===== src/shared/sir_consts.vh =====
`ifndef SIR_CONSTS_VH
`define SIR_CONSTS_VH
// Command opcodes.
`define SIR_OP_SYNC 8'h00
`define SIR_OP_SECS 8'h0a
`define SIR_OP_RCAUSE 8'h0b
`define SIR_OP_EVT 8'h0c
`define SIR_OP_CLK 8'h0d
`define SIR_OP_MON 8'h0e
`define SIR_OP_CSUM 8'h0f
`define SIR_OP_ERR 8'h10
`define SIR_OP_EXT 8'h11
`define SIR_OP_EVTNR 8'h1b
// Link characters.
`define SIR_ACK 8'hfe
`define SIR_NAK 8'hfd
`define SIR_INTR 8'hfa
// Reset cause codes.
`define SIR_RC_POWER 3'h1
`define SIR_RC_USER 3'h2
`define SIR_RC_WDOG 3'h3
`define SIR_RC_TMO 3'h4
`define SIR_RC_SOFT 3'h5
`define SIR_RC_BROWN 3'h6
// Event and external status bits.
`define SIR_EVT_ERR 8
`define SIR_EVT_VALID 16'hfdff
`define SIR_EXT_MOUSE 5
`define SIR_EXT_VALID 16'h07ff
// Register byte offsets.
`define SIR_REG_CTRL 8'h00
`define SIR_REG_SECS 8'h04
`define SIR_REG_EVT 8'h08
`define SIR_REG_ERR 8'h0c
`define SIR_REG_RCAUSE 8'h10
`define SIR_REG_CSUM 8'h14
`define SIR_REG_EXT 8'h18
// Reset values.
`define SIR_CTRL_RST 32'h0000_0001
`define SIR_CSUM_RST 16'h0000
// Timing: one second at 250 MHz, write-back period in seconds.
`define SIR_CLK_MHZ 250
`define SIR_SEC_US 1000000
`define SIR_SEC_CYCLES (`SIR_CLK_MHZ * `SIR_SEC_US)
`define SIR_WB_SECS 60
`endif


===== src/rtl/sir_top.v =====
// How it works
// - Seconds opcode returns ack plus four bytes msb-first.
// - Reset-cause opcode returns ack plus one byte.
// - Reset cause caught at reset, held till next.
// - Cause codes one to six; zero, seven reserved.
// - Event opcode returns ack plus sixteen-bit mask.
// - Low event bits are power, battery, peripheral changes.
// - High event bits: error, battery, DC, button.
// - Normal event read clears the reported flags.
// - Second event opcode reads without clearing.
// - Clock opcode returns ack plus seven time bytes.
// - Clock error gives a negative acknowledge.
// - Monitor opcode returns four raw sense bits.
// - Checksum opcode returns ack plus two bytes.
// - Error opcode returns ack plus two fault bytes.
// - Fault sets event bit eight, sends interrupt character.
// - External opcode returns present conditions, sixteen bits.
// - External bits zero to ten are attachment states.
// - Mouse bit sets on packets, clears only at reset.
// - Only one command exchange at a time.
// - Sync opcode echoes sync byte to realign host.
`include "sir_consts.vh"
`default_nettype none

module sir_top #(
   parameter SEC_CYCLES = `SIR_SEC_CYCLES,
   parameter WB_SECS = `SIR_WB_SECS
) (
   input wire aclk,
   input wire aresetn,
   input wire [7:0] s_axi_awaddr,
   input wire s_axi_awvalid,
   output reg s_axi_awready,
   input wire [31:0] s_axi_wdata,
   input wire [3:0] s_axi_wstrb,
   input wire s_axi_wvalid,
   output reg s_axi_wready,
   output reg [1:0] s_axi_bresp,
   output reg s_axi_bvalid,
   input wire s_axi_bready,
   input wire [7:0] s_axi_araddr,
   input wire s_axi_arvalid,
   output reg s_axi_arready,
   output reg [31:0] s_axi_rdata,
   output reg [1:0] s_axi_rresp,
   output reg s_axi_rvalid,
   input wire s_axi_rready,
   input wire rx_valid,
   input wire [7:0] rx_data,
   output reg tx_valid,
   output reg [7:0] tx_data,
   input wire tx_ready,
   input wire [15:0] evt_pulse,
   input wire fault_pulse,
   input wire [15:0] fault_code,
   input wire [10:0] ext_pins,
   input wire mouse_packet,
   input wire [3:0] monitor_pins,
   input wire [55:0] rtc_time,
   input wire rtc_error,
   input wire [2:0] reset_cause_in,
   output reg nv_wr_valid,
   output reg [31:0] nv_wr_data
);

   localparam ST_IDLE = 1'b0;
   localparam ST_SEND = 1'b1;
   localparam [31:0] SEC_LAST = SEC_CYCLES - 1;
   localparam [15:0] WB_LAST = WB_SECS - 1;

   reg state;
   reg [7:0] msg [0:7];
   reg [2:0] idx;
   reg [2:0] last;
   reg clr_mode;
   reg [15:0] snap;
   reg [15:0] evt_flags;
   reg [15:0] err_code;
   reg irq_pend;
   reg [2:0] reset_cause;
   reg cause_taken;
   reg mouse_seen;
   reg [10:0] ext_meta;
   reg [10:0] ext_sync;
   reg [3:0] mon_meta;
   reg [3:0] mon_sync;
   reg [31:0] seconds;
   reg [31:0] div_cnt;
   reg [15:0] wb_cnt;
   reg [31:0] ctrl;
   reg [15:0] csum;
   reg [7:0] aw_addr;
   reg aw_held;
   reg [31:0] w_data;
   reg [3:0] w_strb;
   reg w_held;

   wire enable = ctrl[0];
   wire tx_fire = tx_valid && tx_ready;
   wire msg_done = (state == ST_SEND) && tx_fire && (idx == last);
   wire evt_clr = msg_done && clr_mode;
   wire cmd_take = (state == ST_IDLE) && rx_valid && enable;
   wire irq_take = (state == ST_IDLE) && !rx_valid && irq_pend;
   wire sec_tick = (div_cnt == SEC_LAST);
   wire [15:0] evt_set = (evt_pulse | {7'h00, fault_pulse, 8'h00}) & `SIR_EVT_VALID;
   wire [15:0] ext_now = {5'h00, ext_sync[10:6], ext_sync[5] | mouse_seen, ext_sync[4:0]};
   wire do_wr = aw_held && w_held && !s_axi_bvalid;

   ////////////////////////////////////////////////////////////////////////
   // Pin synchronisers for the external status and monitor sense lines.
   always @(posedge aclk)
   begin
      if (!aresetn)
      begin
         ext_meta <= 11'h000;
         ext_sync <= 11'h000;
         mon_meta <= 4'h0;
         mon_sync <= 4'h0;
      end
      else
      begin
         ext_meta <= ext_pins;
         ext_sync <= ext_meta;
         mon_meta <= monitor_pins;
         mon_sync <= mon_meta;
      end
   end

   // The mouse bit stays set once any packet has been seen.
   always @(posedge aclk)
   begin
      if (!aresetn)
         mouse_seen <= 1'b0;
      else if (mouse_packet)
         mouse_seen <= 1'b1;
   end

   // The reset cause is caught at the first edge after release and then held.
   always @(posedge aclk)
   begin
      if (!aresetn)
      begin
         reset_cause <= 3'h0;
         cause_taken <= 1'b0;
      end
      else if (!cause_taken)
      begin
         reset_cause <= reset_cause_in;
         cause_taken <= 1'b1;
      end
   end

   ////////////////////////////////////////////////////////////////////////
   // Sticky event flags; a new event beats the clear in the same cycle,
   // and only the bits actually reported to the host are cleared.
   always @(posedge aclk)
   begin
      if (!aresetn)
         evt_flags <= 16'h0000;
      else
         evt_flags <= (evt_flags & ~(snap & {16{evt_clr}})) | evt_set;
   end

   // Fault code register; zero means no error, cleared with event bit eight.
   always @(posedge aclk)
   begin
      if (!aresetn)
         err_code <= 16'h0000;
      else if (fault_pulse)
         err_code <= fault_code;
      else if (evt_clr && snap[`SIR_EVT_ERR])
         err_code <= 16'h0000;
   end

   // Pending interrupt character; a fault in the sending cycle keeps it set.
   always @(posedge aclk)
   begin
      if (!aresetn)
         irq_pend <= 1'b0;
      else if (fault_pulse)
         irq_pend <= 1'b1;
      else if (irq_take)
         irq_pend <= 1'b0;
   end

   ////////////////////////////////////////////////////////////////////////
   // Lifetime seconds counter with periodic write-back to storage.
   always @(posedge aclk)
   begin
      if (!aresetn)
      begin
         div_cnt <= 32'h0000_0000;
         wb_cnt <= 16'h0000;
         seconds <= 32'h0000_0000;
         nv_wr_valid <= 1'b0;
         nv_wr_data <= 32'h0000_0000;
      end
      else
      begin
         nv_wr_valid <= 1'b0;
         div_cnt <= sec_tick ? 32'h0000_0000 : div_cnt + 32'h0000_0001;
         if (do_wr && aw_addr == `SIR_REG_SECS)
            seconds <= w_data;
         else if (sec_tick)
            seconds <= seconds + 32'h0000_0001;
         if (sec_tick)
         begin
            wb_cnt <= (wb_cnt == WB_LAST) ? 16'h0000 : wb_cnt + 16'h0001;
            if (wb_cnt == WB_LAST)
            begin
               nv_wr_valid <= 1'b1;
               nv_wr_data <= seconds + 32'h0000_0001;
            end
         end
      end
   end

   ////////////////////////////////////////////////////////////////////////
   // Command engine: one exchange at a time, bytes taken only while idle.
   always @(posedge aclk)
   begin
      if (!aresetn)
      begin
         state <= ST_IDLE;
         tx_valid <= 1'b0;
         tx_data <= 8'h00;
         idx <= 3'h0;
         last <= 3'h0;
         clr_mode <= 1'b0;
         snap <= 16'h0000;
      end
      else
      begin
         case (state)
            ST_IDLE:
            begin
               idx <= 3'h0;
               clr_mode <= 1'b0;
               msg[0] <= `SIR_ACK;
               if (cmd_take)
               begin
                  state <= ST_SEND;
                  tx_valid <= 1'b1;
                  tx_data <= `SIR_ACK;
                  case (rx_data)
                     `SIR_OP_SYNC:
                     begin
                        tx_data <= `SIR_OP_SYNC;
                        last <= 3'h0;
                     end
                     `SIR_OP_SECS:
                     begin
                        msg[1] <= seconds[31:24];
                        msg[2] <= seconds[23:16];
                        msg[3] <= seconds[15:8];
                        msg[4] <= seconds[7:0];
                        last <= 3'h4;
                     end
                     `SIR_OP_RCAUSE:
                     begin
                        msg[1] <= {5'h00, reset_cause};
                        last <= 3'h1;
                     end
                     `SIR_OP_EVT, `SIR_OP_EVTNR:
                     begin
                        msg[1] <= evt_flags[15:8];
                        msg[2] <= evt_flags[7:0];
                        snap <= evt_flags;
                        clr_mode <= (rx_data == `SIR_OP_EVT);
                        last <= 3'h2;
                     end
                     `SIR_OP_CLK:
                     begin
                        if (rtc_error)
                        begin
                           tx_data <= `SIR_NAK;
                           last <= 3'h0;
                        end
                        else
                        begin
                           msg[1] <= rtc_time[55:48];
                           msg[2] <= rtc_time[47:40];
                           msg[3] <= rtc_time[39:32];
                           msg[4] <= rtc_time[31:24];
                           msg[5] <= rtc_time[23:16];
                           msg[6] <= rtc_time[15:8];
                           msg[7] <= rtc_time[7:0];
                           last <= 3'h7;
                        end
                     end
                     `SIR_OP_MON:
                     begin
                        msg[1] <= {4'h0, mon_sync};
                        last <= 3'h1;
                     end
                     `SIR_OP_CSUM:
                     begin
                        msg[1] <= csum[15:8];
                        msg[2] <= csum[7:0];
                        last <= 3'h2;
                     end
                     `SIR_OP_ERR:
                     begin
                        msg[1] <= err_code[15:8];
                        msg[2] <= err_code[7:0];
                        last <= 3'h2;
                     end
                     `SIR_OP_EXT:
                     begin
                        msg[1] <= ext_now[15:8];
                        msg[2] <= ext_now[7:0];
                        last <= 3'h2;
                     end
                     default:
                     begin
                        tx_data <= `SIR_NAK;
                        last <= 3'h0;
                     end
                  endcase
               end
               else if (irq_take)
               begin
                  state <= ST_SEND;
                  tx_valid <= 1'b1;
                  tx_data <= `SIR_INTR;
                  last <= 3'h0;
               end
            end
            ST_SEND:
            begin
               if (tx_fire)
               begin
                  if (idx == last)
                  begin
                     tx_valid <= 1'b0;
                     state <= ST_IDLE;
                  end
                  else
                  begin
                     tx_data <= msg[idx + 3'h1];
                     idx <= idx + 3'h1;
                  end
               end
            end
            default:
               state <= ST_IDLE;
         endcase
      end
   end

   ////////////////////////////////////////////////////////////////////////
   // AXI4-Lite write side: address and data taken in either order.
   always @(posedge aclk)
   begin
      if (!aresetn)
      begin
         s_axi_awready <= 1'b0;
         s_axi_wready <= 1'b0;
         s_axi_bvalid <= 1'b0;
         s_axi_bresp <= 2'h0;
         aw_held <= 1'b0;
         w_held <= 1'b0;
         aw_addr <= 8'h00;
         w_data <= 32'h0000_0000;
         w_strb <= 4'h0;
         ctrl <= `SIR_CTRL_RST;
         csum <= `SIR_CSUM_RST;
      end
      else
      begin
         s_axi_awready <= !aw_held && !s_axi_awready && s_axi_awvalid;
         s_axi_wready <= !w_held && !s_axi_wready && s_axi_wvalid;
         if (s_axi_awvalid && s_axi_awready)
         begin
            aw_held <= 1'b1;
            aw_addr <= s_axi_awaddr;
         end
         if (s_axi_wvalid && s_axi_wready)
         begin
            w_held <= 1'b1;
            w_data <= s_axi_wdata;
            w_strb <= s_axi_wstrb;
         end
         if (do_wr)
         begin
            aw_held <= 1'b0;
            w_held <= 1'b0;
            s_axi_bvalid <= 1'b1;
            s_axi_bresp <= 2'h0;
            case (aw_addr)
               `SIR_REG_CTRL:
                  if (w_strb[0])
                     ctrl <= {31'h0000_0000, w_data[0]};
               `SIR_REG_CSUM:
               begin
                  if (w_strb[0])
                     csum[7:0] <= w_data[7:0];
                  if (w_strb[1])
                     csum[15:8] <= w_data[15:8];
               end
               `SIR_REG_SECS:
                  s_axi_bresp <= 2'h0;
               default:
                  s_axi_bresp <= 2'h2; // Read-only or unmapped.
            endcase
         end
         else if (s_axi_bvalid && s_axi_bready)
            s_axi_bvalid <= 1'b0;
      end
   end

   // AXI4-Lite read side: one read at a time, answer the cycle after.
   always @(posedge aclk)
   begin
      if (!aresetn)
      begin
         s_axi_arready <= 1'b0;
         s_axi_rvalid <= 1'b0;
         s_axi_rdata <= 32'h0000_0000;
         s_axi_rresp <= 2'h0;
      end
      else
      begin
         s_axi_arready <= !s_axi_rvalid && !s_axi_arready && s_axi_arvalid;
         if (s_axi_arvalid && s_axi_arready)
         begin
            s_axi_rvalid <= 1'b1;
            s_axi_rresp <= 2'h0;
            case (s_axi_araddr)
               `SIR_REG_CTRL: s_axi_rdata <= ctrl;
               `SIR_REG_SECS: s_axi_rdata <= seconds;
               `SIR_REG_EVT: s_axi_rdata <= {16'h0000, evt_flags};
               `SIR_REG_ERR: s_axi_rdata <= {16'h0000, err_code};
               `SIR_REG_RCAUSE: s_axi_rdata <= {29'h0000_0000, reset_cause};
               `SIR_REG_CSUM: s_axi_rdata <= {16'h0000, csum};
               `SIR_REG_EXT: s_axi_rdata <= {16'h0000, ext_now};
               default:
               begin
                  s_axi_rdata <= 32'h0000_0000;
                  s_axi_rresp <= 2'h2;
               end
            endcase
         end
         else if (s_axi_rvalid && s_axi_rready)
            s_axi_rvalid <= 1'b0;
      end
   end

endmodule

`default_nettype wire


===== config.mk =====
export PLATFORM = sky130hd
export DESIGN_NAME = sir_top
export DESIGN_NICKNAME = d
export VERILOG_FILES = /design/src/rtl/sir_top.v
export VERILOG_INCLUDE_DIRS = /design/src /design/src/shared
export SDC_FILE = /design/constraint.sdc
export NUM_CORES = 1
export LEC_CHECK = 0
export BUFFER_PORTS_ARGS = -buffer_cell sky130_fd_sc_hd__buf_2
export CAP_MARGIN = 10
export CORE_AREA = 2 2 259 261
export DETAILED_ROUTE_END_ITERATION = 12
export DIE_AREA = 0 0 261 263
export PLACE_DENSITY_LB_ADDON = 0.1
export SLEW_MARGIN = 20
export SYNTH_ARGS = -nofsm -noshare
export SYNTH_HDL_FRONTEND = slang
export SYNTH_SLANG_ARGS = --single-unit

===== constraint.sdc =====
create_clock -name aclk -period 7.3 [get_ports aclk]
set_input_delay 2.19 -clock aclk [delete_from_list [all_inputs] [get_ports aclk]]
set_output_delay 2.19 -clock aclk [all_outputs]
set_load 0.02 [all_outputs]

# Word-level counts from Yosys, hierarchy flattened
# Memories as Yosys holds them, arrays and structs flattened.
# Cells that the tools add are included.
dict set report op_classes {
  eq_ne 24
  muxes 100
  reduce_logical 58
  n_addsub 4
  bitwise_logic 22
}
# op n
set op_table {}
lappend op_table {{$pmux W32 S7} 1}
lappend op_table {{$mux W8} 18}
lappend op_table {{$add A32 B1 Y32 const B} 2}
lappend op_table {{$eq A8 B4 Y1 const B} 8}
lappend op_table {{$mux W32} 2}
lappend op_table {{$mux W1} 62}
lappend op_table {{$eq A8 B5 Y1 const B} 7}
lappend op_table {{$mux W16} 3}
lappend op_table {{$and A16 B16 Y16} 2}
lappend op_table {{$eq A32 B28 Y1 const B} 1}
lappend op_table {{$logic_not A8 Y1} 3}
lappend op_table {{$pmux W8 S3} 1}
lappend op_table {{$logic_and A1 B1 Y1} 23}
lappend op_table {{$reduce_and A3 Y1} 6}
lappend op_table {{$add A16 B1 Y16 const B} 1}
lappend op_table {{$eq A16 B6 Y1 const B} 1}
lappend op_table {{$eq A8 B3 Y1 const B} 2}
lappend op_table {{$not A16 Y16} 1}
lappend op_table {{$or A16 B16 Y16} 1}
lappend op_table {{$or A16 B9 Y16} 1}
lappend op_table {{$pmux W8 S2} 1}
lappend op_table {{$mux W3} 5}
lappend op_table {{$or A1 B1 Y1} 15}
lappend op_table {{$pmux W3 S4} 1}
lappend op_table {{17 further kinds} 40}
dict set report word_totals {
  out_inout_bits 83
  inputBits 178
  wordCells 247
  ram_bits 64
  memories 1
  regBits 316
}
# memory words width rd rd_clocked_by_memory_dff write_ports line
set memory_table {}
lappend memory_table {msg 8 8 1 0 8 sir_top.v:72} ;# reg [7:0] msg [0:7];

# Depth between registers and ports, before layout
# Gate-level depths: netlist of the first run.
dict set report logic_depth {
  depth_word 14
  ltp_mapped 9
  mapped_depth_nobuf 7
}

# Least setup slack after synthesis of the first run
# OpenSTA, ideal clock, no wires.
dict set report synth_timing {
  path_kind {input to register}
  startpoint {in rx_data[0]}
  endpoint {mem msg[5][0], enable pin}
  path_buffers 2
  t_required_ps 6902
  path_stages 5
  t_arrival_ps 4059
  slack_ps 2843
  setup_time_ps 398
  path_cell_list {buf_2 -> nor3b_2 -> nand4_1 -> inv_1 -> clkbuf_1}
}
# item line
set synth_rtl {}
lappend synth_rtl {{start: declaration} sir_top.v:49} ;# input wire [7:0] rx_data,
lappend synth_rtl {{end: declaration} sir_top.v:72}

==> reports/qor.json, run 1 <==
{
  "maxSlewHeadroom": {"value": 28.9, "unit": "%"},
  "power.internal": {"value": 3.53, "unit": "mW"},
  "ys_top_cells_by_count": {"value": "314 x dfxtp_1, 294 x nand2_1, 204 x nor2_1"},
  "report.power.total": {"value": 4.65, "unit": "mW"},
  "cts_max_level": {"value": 2},
  "startpoint_type": {"value": "input pin"},
  "fp.dieArea": {"value": 68600, "unit": "µm²"},
  "grt_pass1_wl": {"value": 93600, "unit": "µm"},
  "finish.utilization": {"value": 30.2, "unit": "%"},
  "clock_tree_from_tritoncts": {"value": "done"},
  "timing.critical_path.required": {"value": 7600, "unit": "ps"},
  "worst_ep_arrival_time": {"value": 5090, "unit": "ps"},
  "synth_most_common_cell": {"value": "dfxtp_1"},
  "grt-ovfl-total": {"value": 0},
  "asyncSetResetFlopFracSynth": {"value": 0, "unit": "%"},
  "wl_per_cell": {"value": 22.0, "unit": "µm"},
  "final.period_utilization": {"value": 65.5, "unit": "%"},
  "rsz_0062_raised_after_global_routing": {"value": "false"},
  "hold_end": {"value": "mon_sync[0]"},
  "totalNegativeSetupSlack": {"value": 0, "unit": "ps"},
  "drc_errors": {"value": 0},
  "worst_slack_setup_final": {"value": 2520, "unit": "ps"},
  "r2r_cell_count": {"value": 6},
  "hpwl_after_dpl": {"value": 47700, "unit": "µm"},
  "reported_leakage_power": {"value": 7.35, "unit": "nW"},
  "layoutNonFillerInstCount": {"value": 2939},
  "timing.hold.worst.start": {"value": "mon_meta[0]"},
  "antenna_found_initial": {"value": 2},
  "finalSetupViolations": {"value": 0},
  "sequentialPowerShare": {"value": 46.3, "unit": "%"},
  "clkSlewWorstSetupHoldPaths": {"value": 60, "unit": "ps"},
  "core.rowCount": {"value": 94},
  "share_of_final_layout_standard_cells_stronger_than_drive_strength_1": {"value": 19.1, "unit": "%"},
  "die_h": {"value": 263, "unit": "µm"},
  "postSynth.topFlopCell": {"value": "dfxtp_1"},
  "initial_core_util": {"value": 24.9, "unit": "%"},
  "post-cts-setup-buffer-count": {"value": 0},
  "fin_hold_ws": {"value": 432, "unit": "ps"},
  "path_category_of_the_worst_min_delay_check": {"value": "reg -> reg"},
  "part_of_the_yosys_area_used_for_sequential_elements": {"value": 48.8, "unit": "%"},
  "switching_share": {"value": 24.2, "unit": "%"},
  "max-clock-path-buffers": {"value": 3},
  "num_vias": {"value": 14200},
  "timing_max_transition_violations_final": {"value": 0},
  "synth.top_cell.area_share": {"value": 38.5, "unit": "%"},
  "pin_count_of_the_biggest_net_entering_global_routing": {"value": 62},
  "core_area": {"value": 65600, "unit": "µm²"},
  "power_switching": {"value": 1.12, "unit": "mW"},
  "cts.repair.resized": {"value": 0},
  "min_period": {"value": 4780, "unit": "ps"},
  "final_worst_clock_skew": {"value": 24.8, "unit": "ps"},
  "timing_worst_slew_pin_value": {"value": 1060, "unit": "ps"},
  "worst_hold_path.num_cells": {"value": 1},
  "drt.antenna.violating_nets": {"value": 0},
  "synth.ff_latch_count": {"value": 370},
  "drtPass1Iterations": {"value": 6},
  "dp_cells": {"value": 2858},
  "timing.rr.start": {"value": "state"},
  "synth_area_leaders": {"value": "dfxtp_1 38%, edfxtp_1 10%, nand2_1 6.8%"},
  "critical_path.reg2reg.endpoint": {"value": "msg[1][2]"},
  "cts_buffers": {"value": 46},
  "clockPowerShare": {"value": 48.3, "unit": "%"},
  "fp.dieW": {"value": 261, "unit": "µm"},
  "detail_route.vias_per_cell": {"value": 4.83},
  "final-hold-violation-count": {"value": 0},
  "synth_cells": {"value": 1848},
  "io_buffer_count": {"value": 255},
  "synth_cell_types": {"value": 70},
  "routed_wirelength": {"value": 64500, "unit": "µm"},
  "place_ws": {"value": 1830, "unit": "ps"},
  "r2r_setup_slack": {"value": 4080, "unit": "ps"},
  "area_of_the_mapped_netlist": {"value": 16300, "unit": "µm²"},
  "num-fill-cells": {"value": 7059},
  "grt_util_all_layers": {"value": 18.3, "unit": "%"},
  "synth_area_leader_cell": {"value": "dfxtp_1"},
  "power_per_cell_area": {"value": 235, "unit": "nW/µm²"},
  "max_freq": {"value": 209, "unit": "MHz"},
  "worst_skew_pair.late_latency": {"value": 590, "unit": "ps"},
  "synthToLayoutAreaGrowth": {"value": 21.1, "unit": "%"},
  "synth_edf_count": {"value": 56},
  "first_global_vias": {"value": 13900},
  "kind_of_critical_path": {"value": "in -> reg"},
  "top_level_ports": {"value": 261},
  "clock-sinks": {"value": 370},
  "run_status": {"value": "completed"},
  "worst-path-max-fanout": {"value": 61},
  "vdd.ir_drop.worst": {"value": 0.135, "unit": "mV"},
  "drt_first_iter_violations": {"value": 1171},
  "placement.cell_area": {"value": 18300, "unit": "µm²"},
  "yosys_warnings": {"value": 0},
  "syn_avg_cell_area": {"value": 8.84, "unit": "µm²"},
  "root_buffer": {"value": "clkbuf_16"},
  "pwr-share-comb": {"value": 5.4, "unit": "%"},
  "cp-end-kind": {"value": "flip-flop"},
  "gp_routability_congestion": {"value": 0.867},
  "cts_hold_repair.buffers": {"value": 0},
  "final_cell_area": {"value": 19800, "unit": "µm²"},
  "maxCapViolCount": {"value": 0},
  "nets_final": {"value": 2224}
}
==> cell families after synthesis <==
group,synth area share [%]
AO/OA/AOI/OAI,13.4
flip-flops,48.8
XOR/XNOR,5.90
buffers and inverters,3.61
adder cells (fa/ha/maj),0.306
AND/OR/NAND/NOR,22.5
other,0.0230
multiplexers,5.47
==> cell type report <==
type	instances	area, µm²	area share, %
Antenna cell	2	5.00	0.0253
Clock inverter	15	146	0.740
Timing Repair Buffer	273	1410	7.15
Clock buffer	64	1320	6.66
Sequential cell	370	7970	40.3
Tap cell	864	1080	5.46
Multi-Input combinational cell	1339	7810	39.5
Inverter	12	47.5	0.240
==> power by group through the flow <==
stage	clock network (mW)	registers (mW)	logic [mW]
after global routing	2.40	2.16	0.280
final	2.25	2.15	0.253
after global placement	0	2.20	0.255
after detailed placement	0	2.20	0.255
after floorplan	0	2.18	0.131
after CTS	2.32	2.15	0.256
==> worst max-delay path, cell delays in order <==
cell and delay (ps):
buf_4 510, nand4b_1 710, a211oi_2 1070, mux2i_1 290, o211ai_1 100, nand2_1 110, a31oi_1 100
==> cells in the final DEF (no fill, tap or decap), types with 6 or more instances in the layout <==
| cell | count |
|---|---|
| nand3_1 | 85 |
| or3_1 | 11 |
| a21boi_0 | 7 |
| a21oi_1 | 149 |
| o2bb2ai_1 | 9 |
| and4_1 | 8 |
| a22oi_1 | 30 |
| edfxtp_1 | 56 |
| clkbuf_8 | 10 |
| a211oi_1 | 9 |
| nand4b_1 | 6 |
| o211ai_1 | 10 |
| nand2_1 | 293 |
| buf_2 | 254 |
| mux2i_1 | 60 |
| a221oi_1 | 12 |
| nor3_1 | 24 |
| mux2_2 | 10 |
| o21ai_0 | 79 |
| clkinv_2 | 6 |
| o22ai_1 | 7 |
| nand2b_1 | 10 |
| inv_1 | 11 |
| and3_1 | 15 |
| dfxtp_1 | 314 |
| and2_1 | 33 |
| a31oi_1 | 19 |
| nand4_1 | 30 |
| buf_4 | 19 |
| or4_1 | 6 |
| clkbuf_1 | 8 |
| nor4_1 | 17 |
| mux4_2 | 8 |
| xnor2_1 | 60 |
| xor2_1 | 50 |
| clkbuf_16 | 46 |
| nor4b_1 | 8 |
| nor2_1 | 204 |
==> flip-flops by register name (all words and copies together) (netlist names), 32 cells and up <==
| name | flops |
|---|---|
| s_axi_rdata | 32 |
| msg | 56 |
| w_data | 32 |
| div_cnt | 32 |
| seconds | 32 |
| nv_wr_data | 32 |
==> how the worst max path moves through the flow <==
stage | slack [ps] | start | end
6_report | 2520 | aresetn | msg[1][2]
2_1_floorplan | 2840 | rx_data[0] | msg[5][0]
3_3_place_gp | 1890 | aresetn | msg[1][2]
4_1_cts | 2470 | aresetn | msg[1][2]
5_1_grt | 2280 | aresetn | msg[1][0]
3_5_place_dp | 1830 | aresetn | msg[1][2]
==> routing by layer <==
layer,up-vias,track usage (%),wire (µm)
li1,6886,-,-
met1,6829,25.0,29300
met2,389,28.8,29400
met3,105,3.56,3760
met4,0,6.33,2070
met5,-,0,0
(Power assumes the default switching activity.)
==> inputs of run 2 (changes only) <==
==> constraint.sdc (replaced) <==
create_clock -name aclk -period 4.8 [get_ports aclk]
set_input_delay 1.44 -clock aclk [delete_from_list [all_inputs] [get_ports aclk]]
set_output_delay 1.44 -clock aclk [all_outputs]
set_load 0.02 [all_outputs]
==> run 2 against run 1 <==
  * Clock power is 50% higher
  * Die area did not move
  * Register-to-register slack worse by 2300 ps
  * Cell area is 0.36% higher
  * First-iteration DRC count fell by 13%
==> reports/qor.json, run 2 (synthesis results as in run 1) <==
{
  "drt.antenna.violating_nets": {"value": 0},
  "critPathTopFamily": {"value": "simple AND/OR/NAND/NOR gates"},
  "groute.layer.met2.usage": {"value": 30.4, "unit": "%"},
  "crit_top_cell": {"value": "nand3_1"},
  "max_freq": {"value": 279, "unit": "MHz"},
  "cp_slowest_cell": {"value": "or4b_1"},
  "grt_pass1_wl": {"value": 95100, "unit": "µm"},
  "fp.dieArea": {"value": 68600, "unit": "µm²"},
  "regMostFlops": {"value": "msg"},
  "clock-sinks": {"value": 370},
  "antenna_found_initial": {"value": 3},
  "r2r_cell_count": {"value": 6},
  "clock_tree_from_tritoncts": {"value": "done"},
  "layout.area.seq": {"value": 7970, "unit": "µm²"},
  "die_h": {"value": 263, "unit": "µm"},
  "cts.repair.resized": {"value": 0},
  "area_of_the_multi_input_gates": {"value": 7790, "unit": "µm²"},
  "core.rowCount": {"value": 94},
  "cts_hold_repair.buffers": {"value": 0},
  "place_ws": {"value": 657, "unit": "ps"},
  "grt-busiest-layer": {"value": "met2"},
  "grt.met1_usage": {"value": 25.1, "unit": "%"},
  "num-fill-cells": {"value": 7024},
  "power_per_cell_area": {"value": 355, "unit": "nW/µm²"},
  "pin_count_of_the_biggest_net_entering_global_routing": {"value": 61},
  "nets_final": {"value": 2237},
  "worst_hold_path.num_cells": {"value": 1},
  "critical_path.reg2reg.endpoint": {"value": "seconds[28]"},
  "hold_end": {"value": "ext_sync[0]"},
  "timing_worst_slew_pin_value": {"value": 1050, "unit": "ps"},
  "timing.rr.start": {"value": "seconds[15]"},
  "fp.dieW": {"value": 261, "unit": "µm"},
  "root_buffer": {"value": "clkbuf_16"},
  "cts_buffers": {"value": 45},
  "met3_grt_util": {"value": 3.54, "unit": "%"},
  "final.period_utilization": {"value": 74.5, "unit": "%"},
  "timing.hold.worst.start": {"value": "ext_meta[0]"},
  "core_area": {"value": 65600, "unit": "µm²"},
  "critPathBufInv": {"value": 1},
  "gp_routability_congestion": {"value": 0.863},
  "drc_errors": {"value": 0},
  "min_period": {"value": 3580, "unit": "ps"},
  "cpPeakStageDelay": {"value": 840, "unit": "ps"},
  "finalSetupViolations": {"value": 0},
  "drt_first_iter_violations": {"value": 1017},
  "grt-ovfl-total": {"value": 0},
  "timing.critical_path.required": {"value": 5220, "unit": "ps"},
  "vdd.ir_drop.worst": {"value": 0.205, "unit": "mV"},
  "final_worst_clock_skew": {"value": 18.3, "unit": "ps"},
  "routed_wirelength": {"value": 65400, "unit": "µm"},
  "share_of_final_layout_standard_cells_stronger_than_drive_strength_1": {"value": 19.6, "unit": "%"},
  "totalNegativeSetupSlack": {"value": 0, "unit": "ps"},
  "cts_max_level": {"value": 2},
  "timing_max_transition_violations_final": {"value": 0},
  "final-hold-violation-count": {"value": 0},
  "num_vias": {"value": 14300},
  "maxSlewHeadroom": {"value": 29.6, "unit": "%"},
  "run_status": {"value": "completed"},
  "wl_per_cell": {"value": 22.1, "unit": "µm"},
  "most_common_cell_after_layout_fill_and_taps_aside": {"value": "dfxtp_1"},
  "clkSlewWorstSetupHoldPaths": {"value": 70, "unit": "ps"},
  "timing.critical_path.cells": {"value": "buf_2 -> or4b_1 -> nor3_4 -> nand3_1 -> nand3_1 -> o211ai_1 -> a31oi_1"},
  "grt_util_all_layers": {"value": 18.6, "unit": "%"},
  "kind_of_critical_path": {"value": "in -> reg"},
  "initial_core_util": {"value": 24.9, "unit": "%"},
  "synthToLayoutAreaGrowth": {"value": 21.5, "unit": "%"},
  "worst_ep_arrival_time": {"value": 4000, "unit": "ps"},
  "top_level_ports": {"value": 261},
  "detail_route.vias_per_cell": {"value": 4.85},
  "post-cts-setup-buffer-count": {"value": 0},
  "startpoint_type": {"value": "input pin"},
  "worst-path-max-fanout": {"value": 14},
  "first_global_vias": {"value": 14100},
  "cp-end-kind": {"value": "flip-flop"},
  "reported_leakage_power": {"value": 7.41, "unit": "nW"},
  "maxCapViolCount": {"value": 0},
  "layout.cells.most_common_list": {"value": "314 x dfxtp_1, 294 x nand2_1, 254 x buf_2"},
  "path_category_of_the_worst_min_delay_check": {"value": "reg -> reg"},
  "hpwl_after_dpl": {"value": 48300, "unit": "µm"},
  "largest_reg_flops": {"value": 56},
  "worst_slack_setup_final": {"value": 1220, "unit": "ps"},
  "rsz_0062_raised_after_global_routing": {"value": "false"},
  "worst_skew_pair.late_latency": {"value": 590, "unit": "ps"},
  "io_buffer_count": {"value": 255},
  "r2r_setup_slack": {"value": 1820, "unit": "ps"},
  "max-clock-path-buffers": {"value": 3},
  "drtPass1Iterations": {"value": 5}
}
## run 2: changes by cell type in the layout (fill, tap and decap cells not counted), moves of 2 or more
cell / change
buf_4: +14
clkinv_2: +5
clkbuf_1: -2
clkinvlp_4: +2
clkbuf_8: -2
## run 2: power by group
group	internal (mW)	switching (mW)	total, mW
clock network	1.94	1.44	3.38
logic	0.146	0.245	0.392
registers	3.20	0.0691	3.27
## run 2: layout make-up
cell class,count,share of cell area (%)
Antenna cell,2,0.0252
Clock buffer,60,6.46
Clock inverter,20,0.819
Inverter,12,0.239
Multi-Input combinational cell,1339,39.2
Sequential cell,370,40.1
Tap cell,864,5.44
Timing Repair Buffer,287,7.65
## run 2: through the flow
step	std cells	utilization, %	total power [mW]	instance area (µm²)	hold WS [ps]
3_5_place_dp	2872	28.0	3.74	18400	419
2_1_floorplan	1849	-	3.52	16300	404
4_1_cts	2952	30.3	7.16	19900	431
3_3_place_gp	2872	28.0	3.74	18400	419
6_report	2954	30.3	7.05	19900	428
5_1_grt	2952	30.3	7.32	19900	448
## run 2: worst max path at each step
stage | start | to | slack (ps) | cells past startpoint
floorplan | rx_data[0] | msg[5][0] | 1090 | 5
global placement | rx_data[5] | msg[2][4] | 690 | 6
detailed placement | rx_data[5] | msg[2][0] | 660 | 7
CTS | rx_data[5] | msg[2][0] | 1290 | 7
global route | rx_data[5] | msg[2][0] | 1010 | 7
finish | rx_data[5] | msg[2][0] | 1220 | 7
## run 2: metal layers
metal / part of all wire (%) / up-vias
met5: 0.020 / -
met4: 2.3 / 2
met3: 5.3 / 77
met2: 47 / 345
met1: 46 / 6988
li1: - / 6914
==> inputs of run 3 (changes only) <==
==> constraint.sdc (replaced) <==
create_clock -name aclk -period 3.35 [get_ports aclk]
set_input_delay 1.005 -clock aclk [delete_from_list [all_inputs] [get_ports aclk]]
set_output_delay 1.005 -clock aclk [all_outputs]
set_load 0.02 [all_outputs]
==> run 3 against run 2 <==
  * Critical endpoint is now msg[1][2]
  * Total power grew 46%
  * First-iteration DRC count increased by 4.8%
  * Combinational power rose by 49%
==> reports/qor.json, run 3 (synthesis results as in run 1) <==
{
  "rsz_0062_raised_after_global_routing": {"value": "false"},
  "power_per_cell_area": {"value": 508, "unit": "nW/µm²"},
  "maxCapViolCount": {"value": 0},
  "wl_per_cell": {"value": 22.0, "unit": "µm"},
  "vdd.ir_drop.worst": {"value": 0.275, "unit": "mV"},
  "clockPowerShare": {"value": 48.8, "unit": "%"},
  "largest_reg_flops": {"value": 56},
  "num_vias": {"value": 14400},
  "hpwl_after_dpl": {"value": 49600, "unit": "µm"},
  "maxSlewHeadroom": {"value": 38.8, "unit": "%"},
  "timing.critical_path.required": {"value": 3670, "unit": "ps"},
  "post-cts-setup-buffer-count": {"value": 0},
  "final_worst_clock_skew": {"value": 17.7, "unit": "ps"},
  "clock-sinks": {"value": 370},
  "share_of_final_layout_standard_cells_stronger_than_drive_strength_1": {"value": 21.1, "unit": "%"},
  "cp-end-kind": {"value": "flip-flop"},
  "nets_final": {"value": 2275},
  "path_category_of_the_worst_min_delay_check": {"value": "reg -> reg"},
  "placement.cell_area": {"value": 18800, "unit": "µm²"},
  "layout.cells.most_common_list": {"value": "314 x dfxtp_1, 294 x nand2_1, 254 x buf_2"},
  "drtPass1Iterations": {"value": 6},
  "power.internal": {"value": 7.77, "unit": "mW"},
  "core_area": {"value": 65600, "unit": "µm²"},
  "final.period_utilization": {"value": 79.5, "unit": "%"},
  "fp.dieW": {"value": 261, "unit": "µm"},
  "regMostFlops": {"value": "msg"},
  "switching_share": {"value": 24.6, "unit": "%"},
  "drt_first_iter_violations": {"value": 1066},
  "drc_errors": {"value": 0},
  "run_status": {"value": "completed"},
  "first_global_vias": {"value": 14100},
  "io_buffer_count": {"value": 255},
  "drt.antenna.violating_nets": {"value": 0},
  "worst_slack_setup_final": {"value": 685, "unit": "ps"},
  "max_freq": {"value": 375, "unit": "MHz"},
  "finalSetupViolations": {"value": 0},
  "min_period": {"value": 2660, "unit": "ps"},
  "totalNegativeSetupSlack": {"value": 0, "unit": "ps"},
  "routed_wirelength": {"value": 66000, "unit": "µm"},
  "cpPeakStageDelay": {"value": 730, "unit": "ps"},
  "max-clock-path-buffers": {"value": 3},
  "cts_hold_repair.buffers": {"value": 0},
  "worst_skew_pair.late_latency": {"value": 590, "unit": "ps"},
  "worst_ep_arrival_time": {"value": 2980, "unit": "ps"},
  "most_common_cell_after_layout_fill_and_taps_aside": {"value": "dfxtp_1"},
  "cts_buffers": {"value": 46},
  "sequentialPowerShare": {"value": 45.5, "unit": "%"},
  "synthToLayoutAreaGrowth": {"value": 24.2, "unit": "%"},
  "core.rowCount": {"value": 94},
  "initial_core_util": {"value": 24.9, "unit": "%"},
  "final_cell_area": {"value": 20300, "unit": "µm²"},
  "fp.dieArea": {"value": 68600, "unit": "µm²"},
  "timing_worst_slew_pin_value": {"value": 911, "unit": "ps"},
  "worst-path-max-fanout": {"value": 12},
  "final-hold-violation-count": {"value": 0},
  "reported_leakage_power": {"value": 7.64, "unit": "nW"},
  "cts.repair.resized": {"value": 0},
  "kind_of_critical_path": {"value": "in -> reg"},
  "clkSlewWorstSetupHoldPaths": {"value": 60, "unit": "ps"},
  "fin_hold_ws": {"value": 422, "unit": "ps"},
  "grt_pass1_wl": {"value": 96200, "unit": "µm"},
  "cp_slowest_cell": {"value": "or4b_1"},
  "grt_util_all_layers": {"value": 18.9, "unit": "%"},
  "pin_count_of_the_biggest_net_entering_global_routing": {"value": 61},
  "r2r_setup_slack": {"value": 720, "unit": "ps"},
  "gp_routability_congestion": {"value": 0.872},
  "top_level_ports": {"value": 261},
  "timing.critical_path.cells": {"value": "buf_2 -> or4b_1 -> a211oi_2 -> buf_12 -> mux2i_1 -> o211ai_1 -> nand2_1 -> a31oi_1"},
  "antenna_found_initial": {"value": 2},
  "detail_route.vias_per_cell": {"value": 4.82},
  "cts_max_level": {"value": 2},
  "place_ws": {"value": 138, "unit": "ps"},
  "clock_tree_from_tritoncts": {"value": "done"},
  "root_buffer": {"value": "clkbuf_16"},
  "power_switching": {"value": 2.53, "unit": "mW"},
  "grt-ovfl-total": {"value": 0},
  "timing_max_transition_violations_final": {"value": 0},
  "startpoint_type": {"value": "input pin"},
  "die_h": {"value": 263, "unit": "µm"},
  "pwr-share-comb": {"value": 5.7, "unit": "%"}
}
==> run 3: layout make-up <==
class | count | area [µm²]
multi-input combinational | 1339 | 7790
tap | 864 | 1080
clock buffer | 63 | 1340
antenna | 2 | 5.00
inverter | 12 | 47.5
fill | 7049 | 45300
timing repair buffer | 324 | 1870
clock inverter | 19 | 189
sequential | 370 | 7970
==> run 3: layer usage <==
| metal | wire, µm | GRT usage (%) | vias up |
|---|---|---|---|
| li1 | - | - | 7006 |
| met1 | 29900 | 25.3 | 6955 |
| met2 | 31200 | 31.0 | 381 |
| met3 | 3770 | 3.99 | 71 |
| met4 | 1180 | 4.21 | 0 |
| met5 | 0 | 0 | - |
==> run 3: worst paths after layout <==
check,depth (start not counted),from,end
max,8,rx_data[5],msg[1][2]
min,1,snap[9],evt_flags[9]
max reg2reg,8,div_cnt[0],nv_wr_data[6]
min reg2reg,1,snap[9],evt_flags[9]
==> run 3: worst max-delay path, delay by kind of cell <==
kind	cells	cell delay, ps
simple gates	2	830
compound gates	3	560
buf+inv	2	300
mux	1	270
==> run 3: power groups by stage <==
stage	Sequential (mW)	Clock (mW)	Combinational, mW
after floorplan	4.76	0	0.284
after global placement	4.78	0	0.588
after CTS	4.69	5.17	0.591
after detailed placement	4.78	0	0.588
after global routing	4.69	5.34	0.643
final	4.68	5.03	0.584
==> run 3: metrics by stage <==
step	total power [mW]	instances	utilization, %
after global routing	10.7	2991	30.9
after global placement	5.37	2909	28.6
after floorplan	5.05	1849	-
final	10.3	2993	30.9
after detailed placement	5.37	2909	28.6
after CTS	10.5	2991	30.9
